--- src/logic/spg_pkg.sv ---
package spg_pkg;

  localparam int unsigned PORT_W = 6;
  localparam int unsigned DATA_W = 8;
  localparam int unsigned ADDR_W = 8;
  localparam int unsigned SYNC_STAGES = 2;

  // register offsets
  localparam logic [ADDR_W-1:0] ADDR_PORT = 8'h05;
  localparam logic [ADDR_W-1:0] ADDR_PORT_SET = 8'h45;
  localparam logic [ADDR_W-1:0] ADDR_PORT_CLR = 8'h65;
  localparam logic [ADDR_W-1:0] ADDR_INTCTL = 8'h0b;
  localparam logic [ADDR_W-1:0] ADDR_OPTION = 8'h81;
  localparam logic [ADDR_W-1:0] ADDR_DIR = 8'h85;
  localparam logic [ADDR_W-1:0] ADDR_ANSEL = 8'h91;
  localparam logic [ADDR_W-1:0] ADDR_PU = 8'h95;
  localparam logic [ADDR_W-1:0] ADDR_IOC = 8'h96;

  // reset values
  localparam logic [PORT_W-1:0] DIR_RST = 6'h3f;
  localparam logic [PORT_W-1:0] PU_RST = 6'h3f;
  localparam logic [PORT_W-1:0] IOC_RST = 6'h00;
  localparam logic [PORT_W-1:0] LATCH_RST = 6'h00;
  localparam logic [PORT_W-1:0] SNAP_RST = 6'h00;
  localparam logic [DATA_W-1:0] OPTION_RST = 8'hff;
  localparam logic [DATA_W-1:0] ANSEL_RST = 8'hff;

  // field positions and masks
  localparam int unsigned PIN_MASTER_CLEAR_INPUT = 3;
  localparam int unsigned PIN_VREF = 1;
  localparam int unsigned OPT_PULLUP_OFF = 7;
  localparam int unsigned FLAG_BIT = 0;
  localparam logic [PORT_W-1:0] MASTER_CLEAR_INPUT_MASK = 6'h08;
  localparam logic [PORT_W-1:0] VREF_MASK = 6'h02;
  localparam logic [PORT_W-1:0] OSC_MASK = 6'h30;

  typedef enum logic [3:0] {
    SPG_SEL_NONE,
    SPG_SEL_PORT,
    SPG_SEL_PORT_SET,
    SPG_SEL_PORT_CLR,
    SPG_SEL_INTCTL,
    SPG_SEL_OPTION,
    SPG_SEL_DIR,
    SPG_SEL_ANSEL,
    SPG_SEL_PU,
    SPG_SEL_IOC
  } spg_reg_sel_t;

  typedef struct packed {
    logic master_clear_select;
    logic crystal_mode;
    logic vref_out_sel;
  } spg_cfg_t;

  typedef struct packed {
    logic [PORT_W-1:0] out;
    logic [PORT_W-1:0] oe;
    logic [PORT_W-1:0] pullup_on;
  } spg_pin_drive_t;

endpackage : spg_pkg

--- src/logic/spg_sync.sv ---
`timescale 1ns/1ps
module spg_sync #(
  parameter int unsigned W = 6,
  parameter int unsigned STAGES = 2
) (
  input wire logic core_clk,
  input wire logic resetn,
  input wire logic ce,
  input wire logic [W-1:0] d,
  output logic [W-1:0] q
);

  if (STAGES < 2) begin : g_bad_stages
    $error("spg_sync needs at least two stages");
  end

  // the first stage feeds only the next stage; each stage has its own register
  generate
    for (genvar s = 0; s < STAGES; s++) begin : g_stage
      logic [W-1:0] stage_q;
      if (s == 0) begin : g_first
        always_ff @(posedge core_clk or negedge resetn) begin
          if (!resetn) begin
            stage_q <= '0;
          end else if (ce) begin
            stage_q <= d;
          end
        end
      end else begin : g_next
        always_ff @(posedge core_clk or negedge resetn) begin
          if (!resetn) begin
            stage_q <= '0;
          end else if (ce) begin
            stage_q <= g_stage[s-1].stage_q;
          end
        end
      end
    end
  endgenerate

  assign q = g_stage[STAGES-1].stage_q;

endmodule : spg_sync

--- src/logic/spg_port.sv ---
// Decided for this implementation: the address-and-strobe port.
`timescale 1ns/1ps
module spg_port #(
  parameter int unsigned PORT_W = 6
) (
  input wire logic core_clk,
  input wire logic resetn,
  input wire logic ce,
  input wire logic warm_rst,
  input wire logic [spg_pkg::ADDR_W-1:0] bus_addr,
  input wire logic [spg_pkg::DATA_W-1:0] bus_wdata,
  input wire logic bus_wr,
  input wire logic bus_rd,
  output logic [spg_pkg::DATA_W-1:0] bus_rdata,
  input wire spg_pkg::spg_cfg_t cfg,
  input wire logic [PORT_W-1:0] pin_in,
  output spg_pkg::spg_pin_drive_t pin_drv,
  output logic port_change_flag,
  output logic wake_req
);

  if (PORT_W != spg_pkg::PORT_W) begin : g_bad_width
    $error("spg_port supports only the six-pin port");
  end

  function automatic spg_pkg::spg_reg_sel_t reg_sel(input logic [spg_pkg::ADDR_W-1:0] a);
    case (a)
      spg_pkg::ADDR_PORT: reg_sel = spg_pkg::SPG_SEL_PORT;
      spg_pkg::ADDR_PORT_SET: reg_sel = spg_pkg::SPG_SEL_PORT_SET;
      spg_pkg::ADDR_PORT_CLR: reg_sel = spg_pkg::SPG_SEL_PORT_CLR;
      spg_pkg::ADDR_INTCTL: reg_sel = spg_pkg::SPG_SEL_INTCTL;
      spg_pkg::ADDR_OPTION: reg_sel = spg_pkg::SPG_SEL_OPTION;
      spg_pkg::ADDR_DIR: reg_sel = spg_pkg::SPG_SEL_DIR;
      spg_pkg::ADDR_ANSEL: reg_sel = spg_pkg::SPG_SEL_ANSEL;
      spg_pkg::ADDR_PU: reg_sel = spg_pkg::SPG_SEL_PU;
      spg_pkg::ADDR_IOC: reg_sel = spg_pkg::SPG_SEL_IOC;
      default: reg_sel = spg_pkg::SPG_SEL_NONE;
    endcase
  endfunction : reg_sel

  logic [PORT_W-1:0] pins_s;
  logic [PORT_W-1:0] dir_q;
  logic [PORT_W-1:0] pu_q;
  logic [PORT_W-1:0] ioc_q;
  logic [PORT_W-1:0] latch_q;
  logic [PORT_W-1:0] latch_d;
  logic [PORT_W-1:0] snap_q;
  logic [spg_pkg::DATA_W-1:0] option_q;
  logic [spg_pkg::DATA_W-1:0] ansel_q;
  logic flag_q;
  logic [spg_pkg::DATA_W-1:0] rdata_q;
  logic [spg_pkg::DATA_W-1:0] rdata_d;
  spg_pkg::spg_reg_sel_t wr_sel;
  spg_pkg::spg_reg_sel_t rd_sel;
  logic bus_live;
  logic port_access;
  logic [PORT_W-1:0] force_ones;
  logic [PORT_W-1:0] dir_eff;
  logic [PORT_W-1:0] pu_eff;
  logic [PORT_W-1:0] ioc_eff;
  logic [PORT_W-1:0] port_view;
  logic [PORT_W-1:0] mism;
  logic flag_set;
  logic flag_clr;

  // pins are asynchronous to the core clock
  spg_sync #(
    .W(PORT_W),
    .STAGES(spg_pkg::SYNC_STAGES)
  ) u_pin_sync (
    .core_clk(core_clk),
    .resetn(resetn),
    .ce(ce),
    .d(pin_in),
    .q(pins_s)
  );

  // a warm reset holds the bus off so the snapshot cannot move under it
  assign bus_live = ce && !warm_rst;
  assign wr_sel = (bus_live && bus_wr) ? reg_sel(bus_addr) : spg_pkg::SPG_SEL_NONE;
  assign rd_sel = (bus_live && bus_rd) ? reg_sel(bus_addr) : spg_pkg::SPG_SEL_NONE;

  // forced-one bits: pin three always in the direction only, oscillator pins in crystal modes
  assign force_ones = spg_pkg::MASTER_CLEAR_INPUT_MASK;
  assign dir_eff = dir_q | force_ones | (cfg.crystal_mode ? spg_pkg::OSC_MASK : '0);
  assign pu_eff = pu_q | (cfg.crystal_mode ? spg_pkg::OSC_MASK : '0);
  assign ioc_eff = ioc_q | (cfg.crystal_mode ? spg_pkg::OSC_MASK : '0);

  // pin levels as software sees them
  always_comb begin
    port_view = pins_s & ~ansel_q[PORT_W-1:0];
    if (cfg.master_clear_select) begin
      port_view[spg_pkg::PIN_MASTER_CLEAR_INPUT] = 1'b0;
    end
  end

  // write-only port aliases let software change one bit without a read first
  always_comb begin
    case (wr_sel)
      spg_pkg::SPG_SEL_PORT: latch_d = bus_wdata[PORT_W-1:0];
      spg_pkg::SPG_SEL_PORT_SET: latch_d = port_view | bus_wdata[PORT_W-1:0];
      spg_pkg::SPG_SEL_PORT_CLR: latch_d = port_view & ~bus_wdata[PORT_W-1:0];
      default: latch_d = latch_q;
    endcase
  end

  // latch content is meaningless after power-up; zero keeps simulation clean
  always_ff @(posedge core_clk or negedge resetn) begin
    if (!resetn) begin
      latch_q <= spg_pkg::LATCH_RST;
    end else if (ce) begin
      latch_q <= latch_d;
    end
  end

  always_ff @(posedge core_clk or negedge resetn) begin
    if (!resetn) begin
      dir_q <= spg_pkg::DIR_RST;
      pu_q <= spg_pkg::PU_RST;
      ioc_q <= spg_pkg::IOC_RST;
      option_q <= spg_pkg::OPTION_RST;
      ansel_q <= spg_pkg::ANSEL_RST;
    end else if (ce) begin
      if (warm_rst) begin
        dir_q <= spg_pkg::DIR_RST;
        pu_q <= spg_pkg::PU_RST;
        ioc_q <= spg_pkg::IOC_RST;
        option_q <= spg_pkg::OPTION_RST;
        ansel_q <= spg_pkg::ANSEL_RST;
      end else begin
        case (wr_sel)
          spg_pkg::SPG_SEL_DIR: dir_q <= bus_wdata[PORT_W-1:0];
          spg_pkg::SPG_SEL_PU: pu_q <= bus_wdata[PORT_W-1:0];
          spg_pkg::SPG_SEL_IOC: ioc_q <= bus_wdata[PORT_W-1:0];
          spg_pkg::SPG_SEL_OPTION: option_q <= bus_wdata;
          spg_pkg::SPG_SEL_ANSEL: ansel_q <= bus_wdata;
          default: dir_q <= dir_q;
        endcase
      end
    end
  end

  // pin drivers
  always_comb begin
    pin_drv.out = latch_q;
    pin_drv.oe = ~dir_eff;
    pin_drv.oe[spg_pkg::PIN_VREF] = ~dir_eff[spg_pkg::PIN_VREF] && !cfg.vref_out_sel;
    pin_drv.pullup_on = pu_eff & dir_eff;
    if (option_q[spg_pkg::OPT_PULLUP_OFF]) begin
      pin_drv.pullup_on = '0;
    end
    if (cfg.master_clear_select) begin
      pin_drv.pullup_on[spg_pkg::PIN_MASTER_CLEAR_INPUT] = 1'b1;
    end
  end

  // any port read or write refreshes the snapshot
  assign port_access = (rd_sel == spg_pkg::SPG_SEL_PORT) ||
                       (wr_sel == spg_pkg::SPG_SEL_PORT) ||
                       (wr_sel == spg_pkg::SPG_SEL_PORT_SET) ||
                       (wr_sel == spg_pkg::SPG_SEL_PORT_CLR);

  // snapshot is only cleared by power-on, never by a warm reset
  always_ff @(posedge core_clk or negedge resetn) begin
    if (!resetn) begin
      snap_q <= spg_pkg::SNAP_RST;
    end else if (ce && port_access) begin
      snap_q <= pins_s;
    end
  end

  assign mism = (pins_s ^ snap_q) & ioc_eff;
  // a change landing in the access cycle goes into the snapshot unseen
  assign flag_set = ce && !warm_rst && (|mism) && !port_access;
  assign flag_clr = (wr_sel == spg_pkg::SPG_SEL_INTCTL) && !bus_wdata[spg_pkg::FLAG_BIT];

  // set wins over clear, so software must end the mismatch first
  always_ff @(posedge core_clk or negedge resetn) begin
    if (!resetn) begin
      flag_q <= 1'b0;
    end else if (ce) begin
      if (flag_set) begin
        flag_q <= 1'b1;
      end else if (flag_clr || warm_rst) begin
        flag_q <= 1'b0;
      end
    end
  end

  assign port_change_flag = flag_q;
  // wake is the registered flag level, so a new pin change raises it only while the core clock runs with ce high
  assign wake_req = flag_q;

  always_comb begin
    rdata_d = '0;
    case (rd_sel)
      spg_pkg::SPG_SEL_PORT: rdata_d[PORT_W-1:0] = port_view;
      spg_pkg::SPG_SEL_DIR: rdata_d[PORT_W-1:0] = dir_eff;
      spg_pkg::SPG_SEL_PU: rdata_d[PORT_W-1:0] = pu_eff;
      spg_pkg::SPG_SEL_IOC: rdata_d[PORT_W-1:0] = ioc_eff;
      spg_pkg::SPG_SEL_OPTION: rdata_d = option_q;
      spg_pkg::SPG_SEL_ANSEL: rdata_d = ansel_q;
      spg_pkg::SPG_SEL_INTCTL: rdata_d[spg_pkg::FLAG_BIT] = flag_q;
      default: rdata_d = '0;
    endcase
  end

  always_ff @(posedge core_clk or negedge resetn) begin
    if (!resetn) begin
      rdata_q <= '0;
    end else if (ce) begin
      rdata_q <= rdata_d;
    end
  end

  assign bus_rdata = rdata_q;
endmodule : spg_port

--- config.mk ---
export PLATFORM = sky130hd
export DESIGN_NAME = spg_port
export DESIGN_NICKNAME = d
export VERILOG_FILES = /design/src/logic/spg_pkg.sv /design/src/logic/spg_sync.sv /design/src/logic/spg_port.sv
export SDC_FILE = /design/constraint.sdc
export NUM_CORES = 1
export LEC_CHECK = 0
export ABC_CLOCK_PERIOD_IN_PS = 2300
export CAP_MARGIN = 20
export CORE_ASPECT_RATIO = 0.7
export CORE_MARGIN = 1.5
export CORE_UTILIZATION = 50
export DETAILED_ROUTE_END_ITERATION = 10
export DONT_BUFFER_PORTS = 1
export PLACE_DENSITY = 0.63
export SETUP_SLACK_MARGIN = 0.02
export SLEW_MARGIN = 10
export SYNTH_ARGS = -nofsm -noshare
export SYNTH_HDL_FRONTEND = slang
export SYNTH_HIERARCHICAL = 1
export SYNTH_SLANG_ARGS = --single-unit
--- constraint.sdc ---
create_clock -name core_clk -period 2.3 [get_ports core_clk]
set_input_delay 0.46 -clock core_clk [delete_from_list [all_inputs] [get_ports core_clk]]
set_output_delay 0.46 -clock core_clk [all_outputs]
set_load 0.005 [all_outputs]
Word-level counts from Yosys, hierarchy flattened
Cells that the tools add are included.

Register bits after elaboration: 67. Memories: 0. ROM bits: 0. Bits of input ports: 31. Latch bits: 0. Bits in writable memories: 0. Output and inout port bits: 28. Logic and storage cells: 103.

$lt $le $gt $ge: 0. Equal/unequal tests: 25. Multiplexer cells: 23. Bitwise logic cells: 13. Div/mod/pow operators: 0. Shift operators: 0. Reductions and logical operators: 31. Multiply operators: 0. $add $sub $neg: 0.

Operators by type and width (number): $mux W6 (8); $eq A8 B8 Y1 const B (5); $pmux W4 S9 (1); $eq A4 B3 Y1 const B (8); $mux W8 (4); $pmux W5 S6 (1); $and A6 B6 Y6 (4); $or A6 B6 Y6 (4); $not A6 Y6 (3); $pmux W6 S3 (1); $eq A4 B4 Y1 const B (4); $eq A8 B7 Y1 const B (2); $reduce_and A2 Y1 (7); $reduce_bool A2 Y1 (6); $eq A4 B1 Y1 const B (2); $eq A4 B2 Y1 const B (2); $eq A8 B3 Y1 const B (1); $eq A8 B4 Y1 const B (1); $logic_and A1 B1 Y1 (8); $mux W4 (2); $pmux W1 S7 (1); $reduce_or A6 Y1 (1); $xor A6 B6 Y6 (1); $logic_not A1 Y1 (4); 5 further kinds (11).

Logic depth before layout (Yosys ltp)
Depth in word-level cells: 12. Depth in mapped cells: 10. Depth with buffers taken out: 6.

Hierarchy
The synthesis kept the hierarchy.

Modules (own cells, without submodules): spg_port (times used 1, area an instance 3108.0 µm², cells an instance 300, sequential area each 1385.1 µm²); spg_sync (times used 1, area an instance 484.2 µm², cells an instance 25, sequential area each 300.3 µm²).

Least setup slack after synthesis
OpenSTA, ideal clock, no wires.

Path type: input to register. Start point: input bus_addr[6] (netlist name). End point: register rdata_q, in the netlist bus_rdata[0]. Data arrival time: 2163 ps. Path slack: 13 ps. Library setup time: 124 ps. Path buffers: 2. Data required time: 2176 ps. Stages on the path: 6. Path through: buf_6 or4b_2 nor4_2 buf_2 o31ai_1 a211o_1.

Longest elaborated chain between the ends: 5. Elaborated cells on any way between the ends: 19. Classes of those cells: 16 x eq/ne; 3 x mux.

RTL lines: start, declared (RTL line spg_port.sv:10) `input wire logic [spg_pkg::ADDR_W-1:0] bus_addr,`; $eq A8 B8 Y1 (tied with other cells) (RTL line spg_port.sv:27) `case (a)`; $pmux W4 S9 * (RTL line spg_port.sv:27); $mux W4 * (RTL line spg_port.sv:81) `assign rd_sel = (bus_live && bus_rd) ? reg_sel(bus_addr) : spg_pkg::SPG_SEL_NONE;`; $eq A4 B3 Y1 (tied with other cells) (RTL line spg_port.sv:196) `case (rd_sel)`; $pmux W1 S7 * (RTL line spg_port.sv:196); end signal, assigned (RTL line spg_port.sv:212) `rdata_q <= rdata_d;`; end, declared (RTL line spg_port.sv:51) `logic [spg_pkg::DATA_W-1:0] rdata_q;`.

Mark *: on every way between the ends. The rest lies on a longest branch, timed or not. A chain may end at the register's enable or synchronous reset.

Worst setup path in the final report
Start point: input bus_addr[5] (netlist name). End point: register option_q[1] (netlist name).

Longest elaborated chain between the ends: 6. Elaborated cells on any way between the ends: 14. Classes of those cells: 10 x eq/ne; 2 x mux; 2 x reduce/logical.

RTL lines: $eq A8 B8 Y1 (tied with other cells) (RTL line spg_port.sv:27); $pmux W4 S9 * (RTL line spg_port.sv:27); $mux W4 * (RTL line spg_port.sv:80) `assign wr_sel = (bus_live && bus_wr) ? reg_sel(bus_addr) : spg_pkg::SPG_SEL_NONE;`; $eq A4 B3 Y1 * (RTL line spg_port.sv:131) `case (wr_sel)`; $reduce_bool A2 Y1 (no source line) *; $reduce_and A2 Y1 (no source line) *; end signal, assigned (RTL line spg_port.sv:121) `option_q <= spg_pkg::OPTION_RST;`; end signal, assigned (RTL line spg_port.sv:128) `option_q <= spg_pkg::OPTION_RST;`; end signal, assigned (RTL line spg_port.sv:135) `spg_pkg::SPG_SEL_OPTION: option_q <= bus_wdata;`; end, declared (RTL line spg_port.sv:48) `logic [spg_pkg::DATA_W-1:0] option_q;`.

Marked as above.

==> metrics.md <==
| Metric | Value |
|---|---|
| Status | complete, no violations |
| FF+latch count, synth | 66 |
| Final Skew | 0.00624 ns |
| Pwr Total | 2.70 mW |
| WL/cell | 21.6 µm |
| Main flop type after synthesis | dfrtp_1 |
| Post-CTS sizing | 0 |
| Largest net degree at the start of global routing | 67 |
| GR Overflow Total | 0 |
| Worst-Skew Late Latency | 0.35 ns |
| Met2 Wirelength | 4150 µm |
| Initial core utilization | 52.4% |
| WS Path Type | in2reg |
| Yosys cell types | 62 |
| Post-Route WL | 9560 µm |
| Final Setup Violations | 0 |
| Async set-reset flop share out of synthesis | 100% |
| Postcts setup bufs | 0 |
| Avg Inst Size Synth | 11.1 µm² |
| Internal power | 1.97 mW |
| Leakage | 1.74 nW |
| Slew @ Worst Pin | 0.503 ns |
| Number of synthesized flops with an enable pin | 0 |
| Final worst-path cycle share | 86.0% |
| Die ar. | 7710 µm² |
| Clock Power Share | 37.8% |
| Die X-Extent | 104 µm |
| DPL Wire Length | 6760 µm |
| FF-to-FF Start | u_pin_sync/q[5]$_DFFE_PN0P_ |
| Antenna cells | 0 |
| Setup crit end kind | register |
| Critical Path AT | 2.27 ns |
| Reg area | 1690 µm² |
| Io pins | 59 |
| Total track usage | 26.4% |
| Multi-input logic area | 1780 µm² |
| Uppermost layer routed | met4 |
| DR vias | 2,791 |
| First-pass GRT wire length | 15,300 µm |
| Cells after Synth | 325 |
| RSZ-0062 raised after global routing | false |
| Buf+Inv Stages, Crit Path | 0 |
| Logic gate share of total power | 10.5% |
| I/O Buffers | 0 |
| Post-route cell area | 4050 µm² |
| Residual DRC | 0 |
| Clk slew on worst S/H paths | 0.08 ns |
| ANT nets after route | 0 |
| TritonCTS clock tree | done |
| Number of fill cells | 560 |
| Share of cells above drive strength 1 | 29.2% |
| CTS Root Cell | clkbuf_8 |
| Slew Viols, Final | 0 |
| Peak VDD IR | 0.421 mV |
| Met1 WL | 4270 µm |
| CP peak stage delay | 0.62 ns |
| Final hold vios | 0 |
| Initial antenna violation count | 0 |
| Max clock buf depth | 2 |
| Post-synthesis sequential area ratio | 46.9% |
| Die H | 73.9 µm |
| Synthesis Warnings | 6 |
| Startpoint types | primary input |
| Detailed Route Iter0 Violations | 157 |
| CP max stage cell | or4b_1 |
| Placed instance area | 3800 µm² |
| Mapped Area | 3590 µm² |
| Critical Path RT | 2.60 ns |
| Slew headroom | 66.4% |
| Max Cap Viol | 0 |
| Post-route minimum period | 1.98 ns |
| Clk sinks | 66 |
| Vias in the first global route | 2,748 |
| CP Launch Point | bus_addr[5] |
| Net Sw Frac | 26.9% |
| DRT Pass-1 Iters | 5 |
| Hold Path Origin | ce |
| Worst path cell trace | nor4b_4 > o21ai_1 > o31a_1 > or4b_1 > a21oi_4 > o22a_1 |
| Reg power frac | 51.7% |
| Crit Path Max Fanout | 8 |
| Switch Pwr | 0.727 mW |
| Row count | 25 |
| CTS buffer count | 9 |
| Gpl congestion | 0.905 |
| Core outline area | 6850 µm² |
| Synthesis-to-finish area growth | 12.7% |
| Final net count | 375 |
| H-tree depth | 3 |
| Vias/cell | 6.30 |
| DR WL met3 | 1030 µm |
| Largest delay share family, worst path | simple AND/OR/NAND/NOR gates |
| Pwr dens | 667 nW/µm² |
| Min-delay worst type | in2reg |
| Max Fclk | 0.506 GHz |
| Mapped Nets | 356 |
-- synth_stat cells, types with 8 or more instances --
cell type	count	area, µm²
a21oi_1	14	70.1
a31oi_1	8	50.1
dfrtp_1	39	976
dfstp_2	27	709
mux2_2	12	135
mux2_4	10	150
mux2i_1	17	170
nand2_1	15	56.3
nor2_1	23	86.3
o21ai_0	13	65.1
o22a_1	16	140
-- metal layers --
metal	vias to the layer above	global-route usage (%)
li1	1260	-
met1	1390	36.8
met2	130	39.6
met3	11	9.58
met4	0	6.48
met5	-	0
-- registers in the layout, indices dropped and copies added (netlist names) --
register and cells:
bus_rdata 8, pu_q 6, latch_q 6, option_q 8
u_pin_sync/q 6, u_pin_sync/g_stage.stage_q 6, dir_q 5, port_change_flag 1
ansel_q 8, snap_q 6, ioc_q 6
-- what timing repair did --
item	4_1_cts	5_1_grt
setup endpoints to repair	0	0
hold buffers	2	0
endpoints found under the hold margin	66	0
-- power by group through the flow --
stage	clock, mW	sequential [mW]	combinational, mW
2_1_floorplan	0	1.36	0.231
3_3_place_gp	0	1.41	0.248
3_5_place_dp	0	1.41	0.252
4_1_cts	1.04	1.39	0.285
5_1_grt	1.10	1.41	0.317
6_report	1.02	1.39	0.283
-- final timing paths --
check / end / slack (ns) / cells past startpoint
min in group asynchronous: u_pin_sync/q[2]$_DFFE_PN0P_ / 0.68 / 2
hold / removal: bus_rdata[3]$_DFFE_PN0P_ / 0.21 / 1
setup reg to reg: port_change_flag$_DFFE_PN0P_ / 0.81 / 5
setup / recovery: option_q[1]$_DFFE_PN1P_ / 0.32 / 6
hold reg to reg: u_pin_sync/q[3]$_DFFE_PN0P_ / 0.51 / 1
max in group asynchronous: pu_q[0]$_DFFE_PN1P_ / 1.31 / 2
-- cell families after synthesis --
group                  share of synthesized area [%]
multiplexers                                    12.7
buffers and inverters                           3.59
AO/OA/AOI/OAI                                   18.3
AND/OR/NAND/NOR                                 16.5
XOR/XNOR                                        1.95
other                                          0.104
flip-flops                                      46.9
-- area by class of cell --
cell class                      instances  share of cell area (%)
Clock buffer                           10                    3.40
Clock inverter                          6                    1.79
Inverter                                6                   0.556
Multi-Input combinational cell        235                    44.0
Sequential cell                        66                    41.6
Tap cell                               94                    2.91
Timing Repair Buffer                   26                    5.69
-- worst register-to-register path: cells and delay by family, from the launching register on --
family | cells | cell delay, ns
compound gates | 3 | 0.53
xor+xnor | 1 | 0.22
flops | 1 | 0.49
simple gates | 1 | 0.13
-- cell usage in the layout, fill, tap and decap left out, types with 3 or more instances in the layout --
| cell type | count |
|---|---|
| nand3b_1 | 3 |
| nand4_1 | 5 |
| mux2_2 | 12 |
| nand3_1 | 5 |
| xor2_1 | 6 |
| o21ai_0 | 13 |
| and3_1 | 5 |
| inv_1 | 6 |
| a22oi_1 | 7 |
| clkbuf_8 | 10 |
| o31ai_1 | 4 |
| a21oi_1 | 13 |
| or4b_2 | 3 |
| dfstp_2 | 27 |
| nor3b_1 | 4 |
| mux2i_1 | 17 |
| a32oi_1 | 3 |
| buf_4 | 23 |
| nor2_1 | 23 |
| o22a_1 | 16 |
| nand2_1 | 15 |
| mux2_4 | 10 |
| nor2b_1 | 6 |
| a31oi_1 | 8 |
| a22o_1 | 6 |
| o21ai_1 | 3 |
| o2bb2ai_1 | 3 |
| or4b_1 | 3 |
| and2_1 | 3 |
| dfrtp_1 | 39 |
| nand2b_1 | 4 |
-- metrics by stage --
stage | hold WS, ns | setup TNS, ns | util, % | setup WS, ns | instances
floorplan | 0.164 | 0 | - | 0.0205 | 325
global placement | 0.167 | 0 | 55.5 | 0.0118 | 425
detailed placement | 0.166 | -0.0319 | 55.5 | -0.00992 | 425
CTS | 0.193 | 0 | 59.1 | 0.355 | 443
global route | 0.201 | 0 | 59.1 | 0.227 | 443
finish | 0.211 | 0 | 59.1 | 0.322 | 443
Power figures use the tool's default switching activity.
